File: config.mk
export PLATFORM = sky130hd
export DESIGN_NAME = crn_rate_gen_flat
export DESIGN_NICKNAME = d
export VERILOG_FILES = /design/src/pkg/crn_pkg.sv /design/src/pkg/crn_link_if.sv /design/src/core/crn_tdm_mux.sv /design/src/core/crn_rate_gen.sv /design/src/flat_wrapper.sv
export VERILOG_INCLUDE_DIRS = /design/src /design/src/pkg
export SDC_FILE = /design/constraint.sdc
export NUM_CORES = 1
export LEC_CHECK = 0
export ABC_AREA = 0
export BUFFER_PORTS_ARGS = -buffer_cell sky130_fd_sc_hd__buf_4
export CORE_MARGIN = 1
export CORE_UTILIZATION = 64
export CTS_BUF_LIST = sky130_fd_sc_hd__clkbuf_4
export DETAILED_ROUTE_END_ITERATION = 10
export GPL_TIMING_DRIVEN = 0
export HOLD_SLACK_MARGIN = 0.15
export PLACE_DENSITY = 0.83
export SLEW_MARGIN = 15
export SYNTH_ARGS = -nofsm -noshare
export SYNTH_HDL_FRONTEND = slang
export SYNTH_SLANG_ARGS = --single-unit
File: constraint.sdc
create_clock -name clk_sys_in -period 6.8 [get_ports clk_sys_in]
set_input_delay 1.02 -clock clk_sys_in [delete_from_list [all_inputs] [get_ports clk_sys_in]]
set_output_delay 1.02 -clock clk_sys_in [all_outputs]
set_load 0.03 [all_outputs]
File: src/pkg/crn_params.svh
`ifndef CRN_PARAMS_SVH
`define CRN_PARAMS_SVH
// ==========================================
// Widths
`define CRN_ACC_W 32
`define CRN_STEPS_W 22
`define CRN_TIMING_W 2
// ==========================================
// Timing field codes
`define CRN_TIMING_NEXT_IE 2'h0
`define CRN_TIMING_IMMEDIATE 2'h1
`define CRN_TIMING_REPEAT_IE 2'h2
// ==========================================
// Reset values and other constants
`define CRN_ZERO32 32'h0000_0000
`define CRN_ZERO22 22'h00_0000
`define CRN_ONE22 22'h00_0001
`define CRN_MSB 31
// ==========================================
// Software port register indices
`define CRN_ADDR_W 3
`define CRN_REG_SW_RATE 3'h0
`define CRN_REG_ADJUST 3'h1
`define CRN_REG_SETTINGS 3'h2
`define CRN_REG_CODE_CTRL 3'h3
`define CRN_REG_PHASE_IE 3'h4
`define CRN_REG_PHASE_ME 3'h5
`define CRN_REG_STATUS 3'h6
`endif

File: src/pkg/crn_pkg.sv
package crn_pkg;
  // Adjustment sequencer states
  typedef enum logic [2:0] {
    CRN_IDLE = 3'b001,
    CRN_ARMED = 3'b010,
    CRN_APPLY = 3'b100
  } crn_adj_state_type;
endpackage

File: src/pkg/crn_link_if.sv
`timescale 1ns/1ps
interface crn_link_if;
  // Aiding unit to device
  logic [31:0] aided_rate_term;
  // Between device and code generator and integration counter, both directions
  logic rate_sin;
  logic rate_cos;
  logic integration_epoch;
  logic measurement_epoch;
  logic primary_chip;
  logic lfsr_chip;
  logic code_out1;
  logic code_out2;
  modport dev (
    input aided_rate_term, integration_epoch, measurement_epoch, primary_chip, lfsr_chip,
    output rate_sin, rate_cos, code_out1, code_out2
  );
  modport far (
    output aided_rate_term, integration_epoch, measurement_epoch, primary_chip, lfsr_chip,
    input rate_sin, rate_cos, code_out1, code_out2
  );
endinterface

File: src/core/crn_tdm_mux.sv
`timescale 1ns/1ps
`include "crn_params.svh"
// Two-code output stage: normal or time multiplexed
module crn_tdm_mux (
  // Clock and reset
  input wire logic clk_sys_in,
  input wire logic resetn_in,
  // Control
  input wire logic time_multiplex_enable_in,
  input wire logic [1:0] subcarrier_pattern_in,
  input wire logic rate_sin_in,
  // Chips
  input wire logic lfsr_chip_in,
  input wire logic primary_chip_in,
  // Outputs
  output logic code_out1_out,
  output logic code_out2_out
);
  logic slot;
  // ==========================================
  // Slot toggles per subcarrier pulse
  always_ff @(posedge clk_sys_in or negedge resetn_in) begin
    if (!resetn_in) begin
      slot <= 1'b0;
    end else if (rate_sin_in) begin
      slot <= ~slot;
    end
  end
  // Subcarrier register bit for current slot
  logic sc_bit;
  assign sc_bit = subcarrier_pattern_in[slot];
  // ==========================================
  // Code outputs
  always_ff @(posedge clk_sys_in or negedge resetn_in) begin
    if (!resetn_in) begin
      code_out1_out <= 1'b0;
      code_out2_out <= 1'b0;
    end else if (time_multiplex_enable_in) begin
      code_out1_out <= slot ? primary_chip_in : lfsr_chip_in;
      code_out2_out <= sc_bit;
    end else begin
      code_out1_out <= lfsr_chip_in ^ sc_bit;
      code_out2_out <= primary_chip_in ^ sc_bit;
    end
  end
endmodule

File: src/core/crn_rate_gen.sv
// The implementer's own choices: the address-and-strobe port and the register offsets.
`timescale 1ns/1ps
`include "crn_params.svh"
module crn_rate_gen (
  // Clock and reset
  input wire logic clk_sys_in,
  input wire logic resetn_in,
  // Software port
  input wire logic [`CRN_ADDR_W-1:0] addr_in,
  input wire logic [31:0] wdata_in,
  input wire logic wr_in,
  input wire logic rd_in,
  output logic [31:0] rdata_out,
  // Link
  crn_link_if.dev link
);
  // ==========================================
  // Software registers
  logic [31:0] software_rate_term;
  logic signed [31:0] phase_adjust_value;
  logic [`CRN_STEPS_W-1:0] phase_adjust_repeat_count;
  logic [`CRN_TIMING_W-1:0] phase_adjust_timing;
  logic time_multiplex_enable;
  logic [1:0] subcarrier_pattern;
  logic [31:0] phase_at_integration;
  logic [31:0] phase_at_measurement;
  logic [31:0] code_rate_increment;
  logic [31:0] acc;
  logic cos_armed;
  logic [`CRN_STEPS_W-1:0] steps_left;
  crn_pkg::crn_adj_state_type state;
  logic adj_start;
  logic new_settings;
  logic pend_rate;
  logic [31:0] pend_rate_value;
  logic rate_sin;
  logic rate_cos;
  logic ie;

  assign ie = link.integration_epoch;
  assign adj_start = wr_in && (addr_in == `CRN_REG_SETTINGS);
  assign new_settings = wr_in && (addr_in == `CRN_REG_SW_RATE);

  // Register writes
  always_ff @(posedge clk_sys_in or negedge resetn_in) begin
    if (!resetn_in) begin
      phase_adjust_value <= `CRN_ZERO32;
      phase_adjust_repeat_count <= `CRN_ZERO22;
      phase_adjust_timing <= `CRN_TIMING_IMMEDIATE;
      time_multiplex_enable <= 1'b0;
      subcarrier_pattern <= 2'h0;
    end else if (wr_in) begin
      unique case (addr_in)
        `CRN_REG_ADJUST: phase_adjust_value <= wdata_in;
        `CRN_REG_SETTINGS: begin
          phase_adjust_repeat_count <= wdata_in[`CRN_STEPS_W-1:0];
          phase_adjust_timing <= wdata_in[`CRN_STEPS_W+`CRN_TIMING_W-1:`CRN_STEPS_W];
        end
        `CRN_REG_CODE_CTRL: begin
          time_multiplex_enable <= wdata_in[0];
          subcarrier_pattern <= wdata_in[2:1];
        end
        default: ;
      endcase
    end
  end

  // ==========================================
  // Software rate term, deferred or immediate
  always_ff @(posedge clk_sys_in or negedge resetn_in) begin
    if (!resetn_in) begin
      software_rate_term <= `CRN_ZERO32;
      pend_rate <= 1'b0;
      pend_rate_value <= `CRN_ZERO32;
    end else if (new_settings && phase_adjust_timing == `CRN_TIMING_IMMEDIATE) begin
      software_rate_term <= wdata_in;
      pend_rate <= 1'b0;
    end else if (new_settings) begin
      pend_rate <= 1'b1;
      pend_rate_value <= wdata_in;
    end else if (pend_rate && ie) begin
      software_rate_term <= pend_rate_value;
      pend_rate <= 1'b0;
    end
  end

  // Summed increment
  assign code_rate_increment = link.aided_rate_term + software_rate_term;

  // ==========================================
  // Adjustment sequencer
  always_ff @(posedge clk_sys_in or negedge resetn_in) begin
    if (!resetn_in) begin
      state <= crn_pkg::CRN_IDLE;
      steps_left <= `CRN_ZERO22;
    end else if (adj_start && wdata_in[`CRN_STEPS_W-1:0] == `CRN_ZERO22) begin
      state <= crn_pkg::CRN_IDLE;
      steps_left <= `CRN_ZERO22;
    end else if (adj_start) begin
      if (wdata_in[`CRN_STEPS_W+`CRN_TIMING_W-1:`CRN_STEPS_W] == `CRN_TIMING_IMMEDIATE) begin
        state <= crn_pkg::CRN_APPLY;
        steps_left <= wdata_in[`CRN_STEPS_W-1:0];
      end else begin
        state <= crn_pkg::CRN_ARMED;
      end
    end else begin
      unique case (state)
        crn_pkg::CRN_IDLE: ;
        crn_pkg::CRN_ARMED: begin
          if (ie) begin
            state <= crn_pkg::CRN_APPLY;
            steps_left <= phase_adjust_repeat_count;
          end
        end
        crn_pkg::CRN_APPLY: begin
          if (steps_left == `CRN_ONE22) begin
            steps_left <= `CRN_ZERO22;
            // Repeat mode re-arms for next epoch
            state <= (phase_adjust_timing == `CRN_TIMING_REPEAT_IE) ? crn_pkg::CRN_ARMED : crn_pkg::CRN_IDLE;
          end else begin
            steps_left <= steps_left - `CRN_ONE22;
          end
        end
        default: state <= crn_pkg::CRN_IDLE;
      endcase
    end
  end

  // ==========================================
  // Accumulator and subcarrier pulses
  logic [32:0] next_acc;
  always_comb begin
    next_acc = {1'b0, acc} + {1'b0, code_rate_increment};
    if (state == crn_pkg::CRN_APPLY) begin
      next_acc = next_acc + {phase_adjust_value[31], phase_adjust_value};
    end
  end

  always_ff @(posedge clk_sys_in or negedge resetn_in) begin
    if (!resetn_in) begin
      acc <= `CRN_ZERO32;
      rate_sin <= 1'b0;
      rate_cos <= 1'b0;
      cos_armed <= 1'b0;
    end else begin
      acc <= next_acc[31:0];
      rate_sin <= next_acc[32] && (code_rate_increment != `CRN_ZERO32);
      rate_cos <= cos_armed && next_acc[`CRN_MSB] && !acc[`CRN_MSB];
      if (next_acc[32]) begin
        cos_armed <= 1'b1;
      end else if (next_acc[`CRN_MSB] && !acc[`CRN_MSB]) begin
        cos_armed <= 1'b0;
      end
    end
  end
  assign link.rate_sin = rate_sin;
  assign link.rate_cos = rate_cos;

  // ==========================================
  // Epoch phase capture
  always_ff @(posedge clk_sys_in or negedge resetn_in) begin
    if (!resetn_in) begin
      phase_at_integration <= `CRN_ZERO32;
      phase_at_measurement <= `CRN_ZERO32;
    end else begin
      if (ie) begin
        phase_at_integration <= acc;
      end
      if (link.measurement_epoch) begin
        phase_at_measurement <= acc;
      end
    end
  end

  // ==========================================
  // Read port
  always_ff @(posedge clk_sys_in or negedge resetn_in) begin
    if (!resetn_in) begin
      rdata_out <= `CRN_ZERO32;
    end else if (rd_in) begin
      unique case (addr_in)
        `CRN_REG_SW_RATE: rdata_out <= software_rate_term;
        `CRN_REG_ADJUST: rdata_out <= acc;
        `CRN_REG_SETTINGS: rdata_out <= {8'h00, phase_adjust_timing, phase_adjust_repeat_count};
        `CRN_REG_CODE_CTRL: rdata_out <= {29'h0000_0000, subcarrier_pattern, time_multiplex_enable};
        `CRN_REG_PHASE_IE: rdata_out <= phase_at_integration;
        `CRN_REG_PHASE_ME: rdata_out <= phase_at_measurement;
        `CRN_REG_STATUS: rdata_out <= {28'h000_0000, pend_rate, state};
        default: rdata_out <= `CRN_ZERO32;
      endcase
    end else begin
      rdata_out <= `CRN_ZERO32;
    end
  end

  // Code output stage
  crn_tdm_mux u_mux (
    .clk_sys_in(clk_sys_in),
    .resetn_in(resetn_in),
    .time_multiplex_enable_in(time_multiplex_enable),
    .subcarrier_pattern_in(subcarrier_pattern),
    .rate_sin_in(rate_sin),
    .lfsr_chip_in(link.lfsr_chip),
    .primary_chip_in(link.primary_chip),
    .code_out1_out(link.code_out1),
    .code_out2_out(link.code_out2)
  );
endmodule

File: src/flat_wrapper.sv
// flat-port wrapper written by rule: the top's interface ports become plain ports
module crn_rate_gen_flat 
  (clk_sys_in, resetn_in, addr_in, wdata_in, wr_in, rd_in, rdata_out, link_aided_rate_term, link_integration_epoch, link_measurement_epoch, link_primary_chip, link_lfsr_chip, link_rate_sin, link_rate_cos, link_code_out1, link_code_out2);
  crn_link_if link_i ();
  input wire logic clk_sys_in;
  input wire logic resetn_in;
  input wire logic [`CRN_ADDR_W-1:0] addr_in;
  input wire logic [31:0] wdata_in;
  input wire logic wr_in;
  input wire logic rd_in;
  output logic [31:0] rdata_out;
  input wire logic [$bits(link_i.aided_rate_term)-1:0] link_aided_rate_term;
  input wire logic [$bits(link_i.integration_epoch)-1:0] link_integration_epoch;
  input wire logic [$bits(link_i.measurement_epoch)-1:0] link_measurement_epoch;
  input wire logic [$bits(link_i.primary_chip)-1:0] link_primary_chip;
  input wire logic [$bits(link_i.lfsr_chip)-1:0] link_lfsr_chip;
  output wire logic [$bits(link_i.rate_sin)-1:0] link_rate_sin;
  output wire logic [$bits(link_i.rate_cos)-1:0] link_rate_cos;
  output wire logic [$bits(link_i.code_out1)-1:0] link_code_out1;
  output wire logic [$bits(link_i.code_out2)-1:0] link_code_out2;
  assign link_i.aided_rate_term = link_aided_rate_term;
  assign link_i.integration_epoch = link_integration_epoch;
  assign link_i.measurement_epoch = link_measurement_epoch;
  assign link_i.primary_chip = link_primary_chip;
  assign link_i.lfsr_chip = link_lfsr_chip;
  assign link_rate_sin = link_i.rate_sin;
  assign link_rate_cos = link_i.rate_cos;
  assign link_code_out1 = link_i.code_out1;
  assign link_code_out2 = link_i.code_out2;
  crn_rate_gen u_core (.clk_sys_in(clk_sys_in), .resetn_in(resetn_in), .addr_in(addr_in), .wdata_in(wdata_in), .wr_in(wr_in), .rd_in(rd_in), .rdata_out(rdata_out), .link(link_i));
endmodule
==> summary.md <==
| Metric | Value |
|---|---|
| Max stage delay on crit path | 0.53 ns |
| Worst Path Max Fanout | 9 |
| Core area | 27000 um2 |
| Vias in the first global route | 15.7k |
| Clk_skew | 0.0529 ns |
| TritonCTS Buffers | 75 |
| Mapped Cells | 1859 |
| GRT overflow | 0 |
| Primary FF master, synth | dfrtp_1 |
| IO Port Bufs | 107 |
| Global-route usage over all layers | 0.402 |
| Final period util | 0.979 |
| Crit-path slowest cell | a2111o_1 |
| DRT iter0 DRCs | 2012 |
| Drt drc | 0 |
| HP Class | primary input to async pin |
| Pins Over Slew Limit | 0 |
| Initial DRT Pass Iterations | 7 |
| Clock-pin slew on the worst setup and hold paths | 0.07 ns |
| Area Growth Syn to Fin | 14.0% |
| Mapped Nets | 2035 |
| Peak Freq | 150 MHz |
| Initial Util | 0.656 |
| Vias | 16.4k |
| Largest net degree at the start of global routing | 106 |
| Final hold violation count | 0 |
| Startpoint Class | register |
| First-pass GRT wire length | 86900 um |
| Post-Syn Area | 17700 um2 |
| EDFF count, synth | 0 |
| Setup Crit Path Kind | register to register |
| CTS tree | built |
| Cell repeated most along the worst path | a21o_1 |
| CP arrival | 7.25 ns |
| Average cell area after synthesis | 9.53 um2 |
| Top-area cell type share of the netlist area | 0.397 |
| Wire length per cell | 23.2 um |
| GPL Wtd Cong | 1.01 |
| Core Rows | 60 |
| Num Clock Sinks | 283 |
| Root buffer cell | clkbuf_4 |
| Nets@finish | 2229 |
| I/O pin count | 111 |
| Cell taking the most area after synthesis | dfrtp_1 |
| Vias per inst | 6.69 |
| Final WL | 56800 um |
| Max-slew headroom | 0.298 |
| Clock Path Buffers | 3 |
| Layout cells sized above 1 | 0.219 |
| Slew @ Worst Pin | 1.05 ns |
| Yosys reg bits | 283 |
| CP endpoint kind | register |
| Final hold slack | 0.281 ns |
| Chip width | 168 um |
| ANT nets after route | 0 |
| Skew-Pair Late Insertion Delay | 0.73 ns |
| Data required, critical path | 7.39 ns |
| Max-cap violations | 0 |
| Final setup viols | 0 |
| Synth area leaders | dfrtp_1 (40%), mux2_2 (11%), ha_1 (6.9%) |
| Status | complete, no violations |
| Post-synthesis cell type count | 73 |
| Crit path buf inv count | 1 |
| Die height | 168 um |
| Synth Warn # | 0 |
| Initial antenna violation count | 5 |
| Post-DP HPWL | 42600 um |
| Final Critical Period | 6.66 ns |
| Sequential-to-total area share from yosys stat | 0.400 |
| Delay-heaviest family, CP | compound AO/OA/AOI/OAI gates |
| H-tree depth | 3 |
| Die Area | 28400 um2 |
| Asr flop ratio synth | 1.00 |
| Cts-stage hold buffer count | 0 |
## cells in the final DEF (no fill, tap or decap), types with 7 or more instances in the layout
cell type,n
a211oi_1,10
a21o_1,41
a21oi_1,106
a221oi_1,23
a222oi_1,16
a22oi_1,27
a31oi_1,12
and2_1,13
and3_1,12
buf_1,16
buf_4,118
clkbuf_1,75
clkbuf_4,105
clkinv_1,13
dfrtp_1,281
ha_1,92
inv_1,49
mux2_2,168
mux2i_1,42
nand2_1,203
nand2b_1,9
nand3_1,34
nand4_1,22
nor2_1,146
nor2b_1,12
nor3_1,31
nor4_1,13
o211ai_1,9
o21a_1,20
o21ai_0,151
o21bai_1,9
or3_1,7
xnor2_1,41
xor2_1,31
## worst reg2reg max path, stage by stage (launching register included)
cell and delay, ns:
dfrtp_1 0.39, ha_2 0.21, inv_1 0.06, fa_1 0.43, nand2b_4 0.17, a2111o_1 0.53
a211oi_4 0.36, o21a_2 0.21, o21ai_0 0.11, and2_1 0.18, ha_2 0.42, a21o_1 0.13
a21o_1 0.10, a21oi_1 0.08, o31ai_1 0.49, a41oi_2 0.15, xnor2_1 0.32, ha_1 0.36
a21o_1 0.21, a21o_1 0.20, nand3_1 0.08, a21boi_0 0.16, o31ai_2 0.33, a21oi_1 0.10
nand3b_1 0.21, xnor2_2 0.25, a21bo_2 0.25
## area by class of cell
cell class	count	area, um2
Antenna cell	4	10.0
Buffer	93	352
Clock buffer	105	788
Clock inverter	21	113
Fill cell	1967	6830
Inverter	49	184
Multi-Input combinational cell	1430	10300
Sequential cell	283	7080
Tap cell	341	427
Timing Repair Buffer	121	956
## registers in the layout, indices dropped and copies added, names as in the netlist, 3 cells and up
name,count
u_core.state,3
u_core.software_rate_term,32
u_core.rdata_out,32
u_core.phase_adjust_value,32
u_core.steps_left,22
u_core.phase_at_integration,32
u_core.phase_at_measurement,32
u_core.pend_rate_value,32
u_core.phase_adjust_repeat_count,22
u_core.acc,32
## cells in the mapped netlist, drive strengths merged (7+ instances only)
cell	number
nand2	205
clkbuf	79
o211ai	9
o21ai	159
buf	18
or3	7
a211oi	14
xor2	32
ha	98
dfrtp	281
a221oi	26
inv	49
o21a	21
a31oi	14
nand2b	10
a21o	41
xnor2	43
a21oi	110
mux2	168
nor4	13
nand3	34
nor2	146
nand4	22
nor2b	12
mux2i	42
nor3	33
and3	12
a222oi	16
o21bai	9
a22oi	27
and2	14
## worst paths after layout
| path | start | to | slack [ns] | cells after the start |
|---|---|---|---|---|
| worst max-delay path | u_core.software_rate_term[0] | u_core.cos_armed | 0.14 | 26 |
| max in group asynchronous | resetn_in | u_core.acc[14] | 5.51 | 2 |
| worst max register to register | u_core.software_rate_term[0] | u_core.cos_armed | 0.14 | 26 |
| min in group clk_sys_in | u_core.cos_armed | u_core.cos_armed | 0.49 | 1 |
| worst min register to register | u_core.cos_armed | u_core.cos_armed | 0.49 | 1 |
| worst min-delay path | resetn_in | u_core.pend_rate_value[2] | 0.28 | 1 |
## kinds of logic after synthesis
group | share of synthesized area
compound gates | 0.185
mux | 0.137
flops | 0.400
simple gates | 0.138
buf+inv | 0.0311
fa+ha+maj | 0.0726
xor+xnor | 0.0371
## stage by stage
stage / cell area [um2] / setup TNS, ns / std cells / utilization / worst slack [ns]
2_1_floorplan: 17700 / 0 / 1859 / - / 0.185
3_3_place_gp: 19000 / -9.19 / 2307 / 0.701 / -0.969
3_5_place_dp: 19000 / -9.88 / 2309 / 0.704 / -1.02
4_1_cts: 20000 / 0 / 2437 / 0.739 / 0.0197
5_1_grt: 20200 / -0.0393 / 2445 / 0.747 / -0.0393
6_report: 20200 / 0 / 2447 / 0.747 / 0.140
## timing repair
item,in CTS,in global routing
buffers inserted,2,10
setup endpoints to repair,8,14
pin swaps,1,16
gates resized for setup,7,39
## layer usage
metal  routed length [um]  track usage  up-vias
met5                   11            0        -
met2                24800        0.612      992
li1                     -            -     7238
met4                 3280        0.214        2
met1                22600        0.547     7893
met3                 6150       0.0771      240
Power is left out: the tool's default activity adds up to more than one toggle a clock period on the data nets, which glitch-free logic cannot reach.
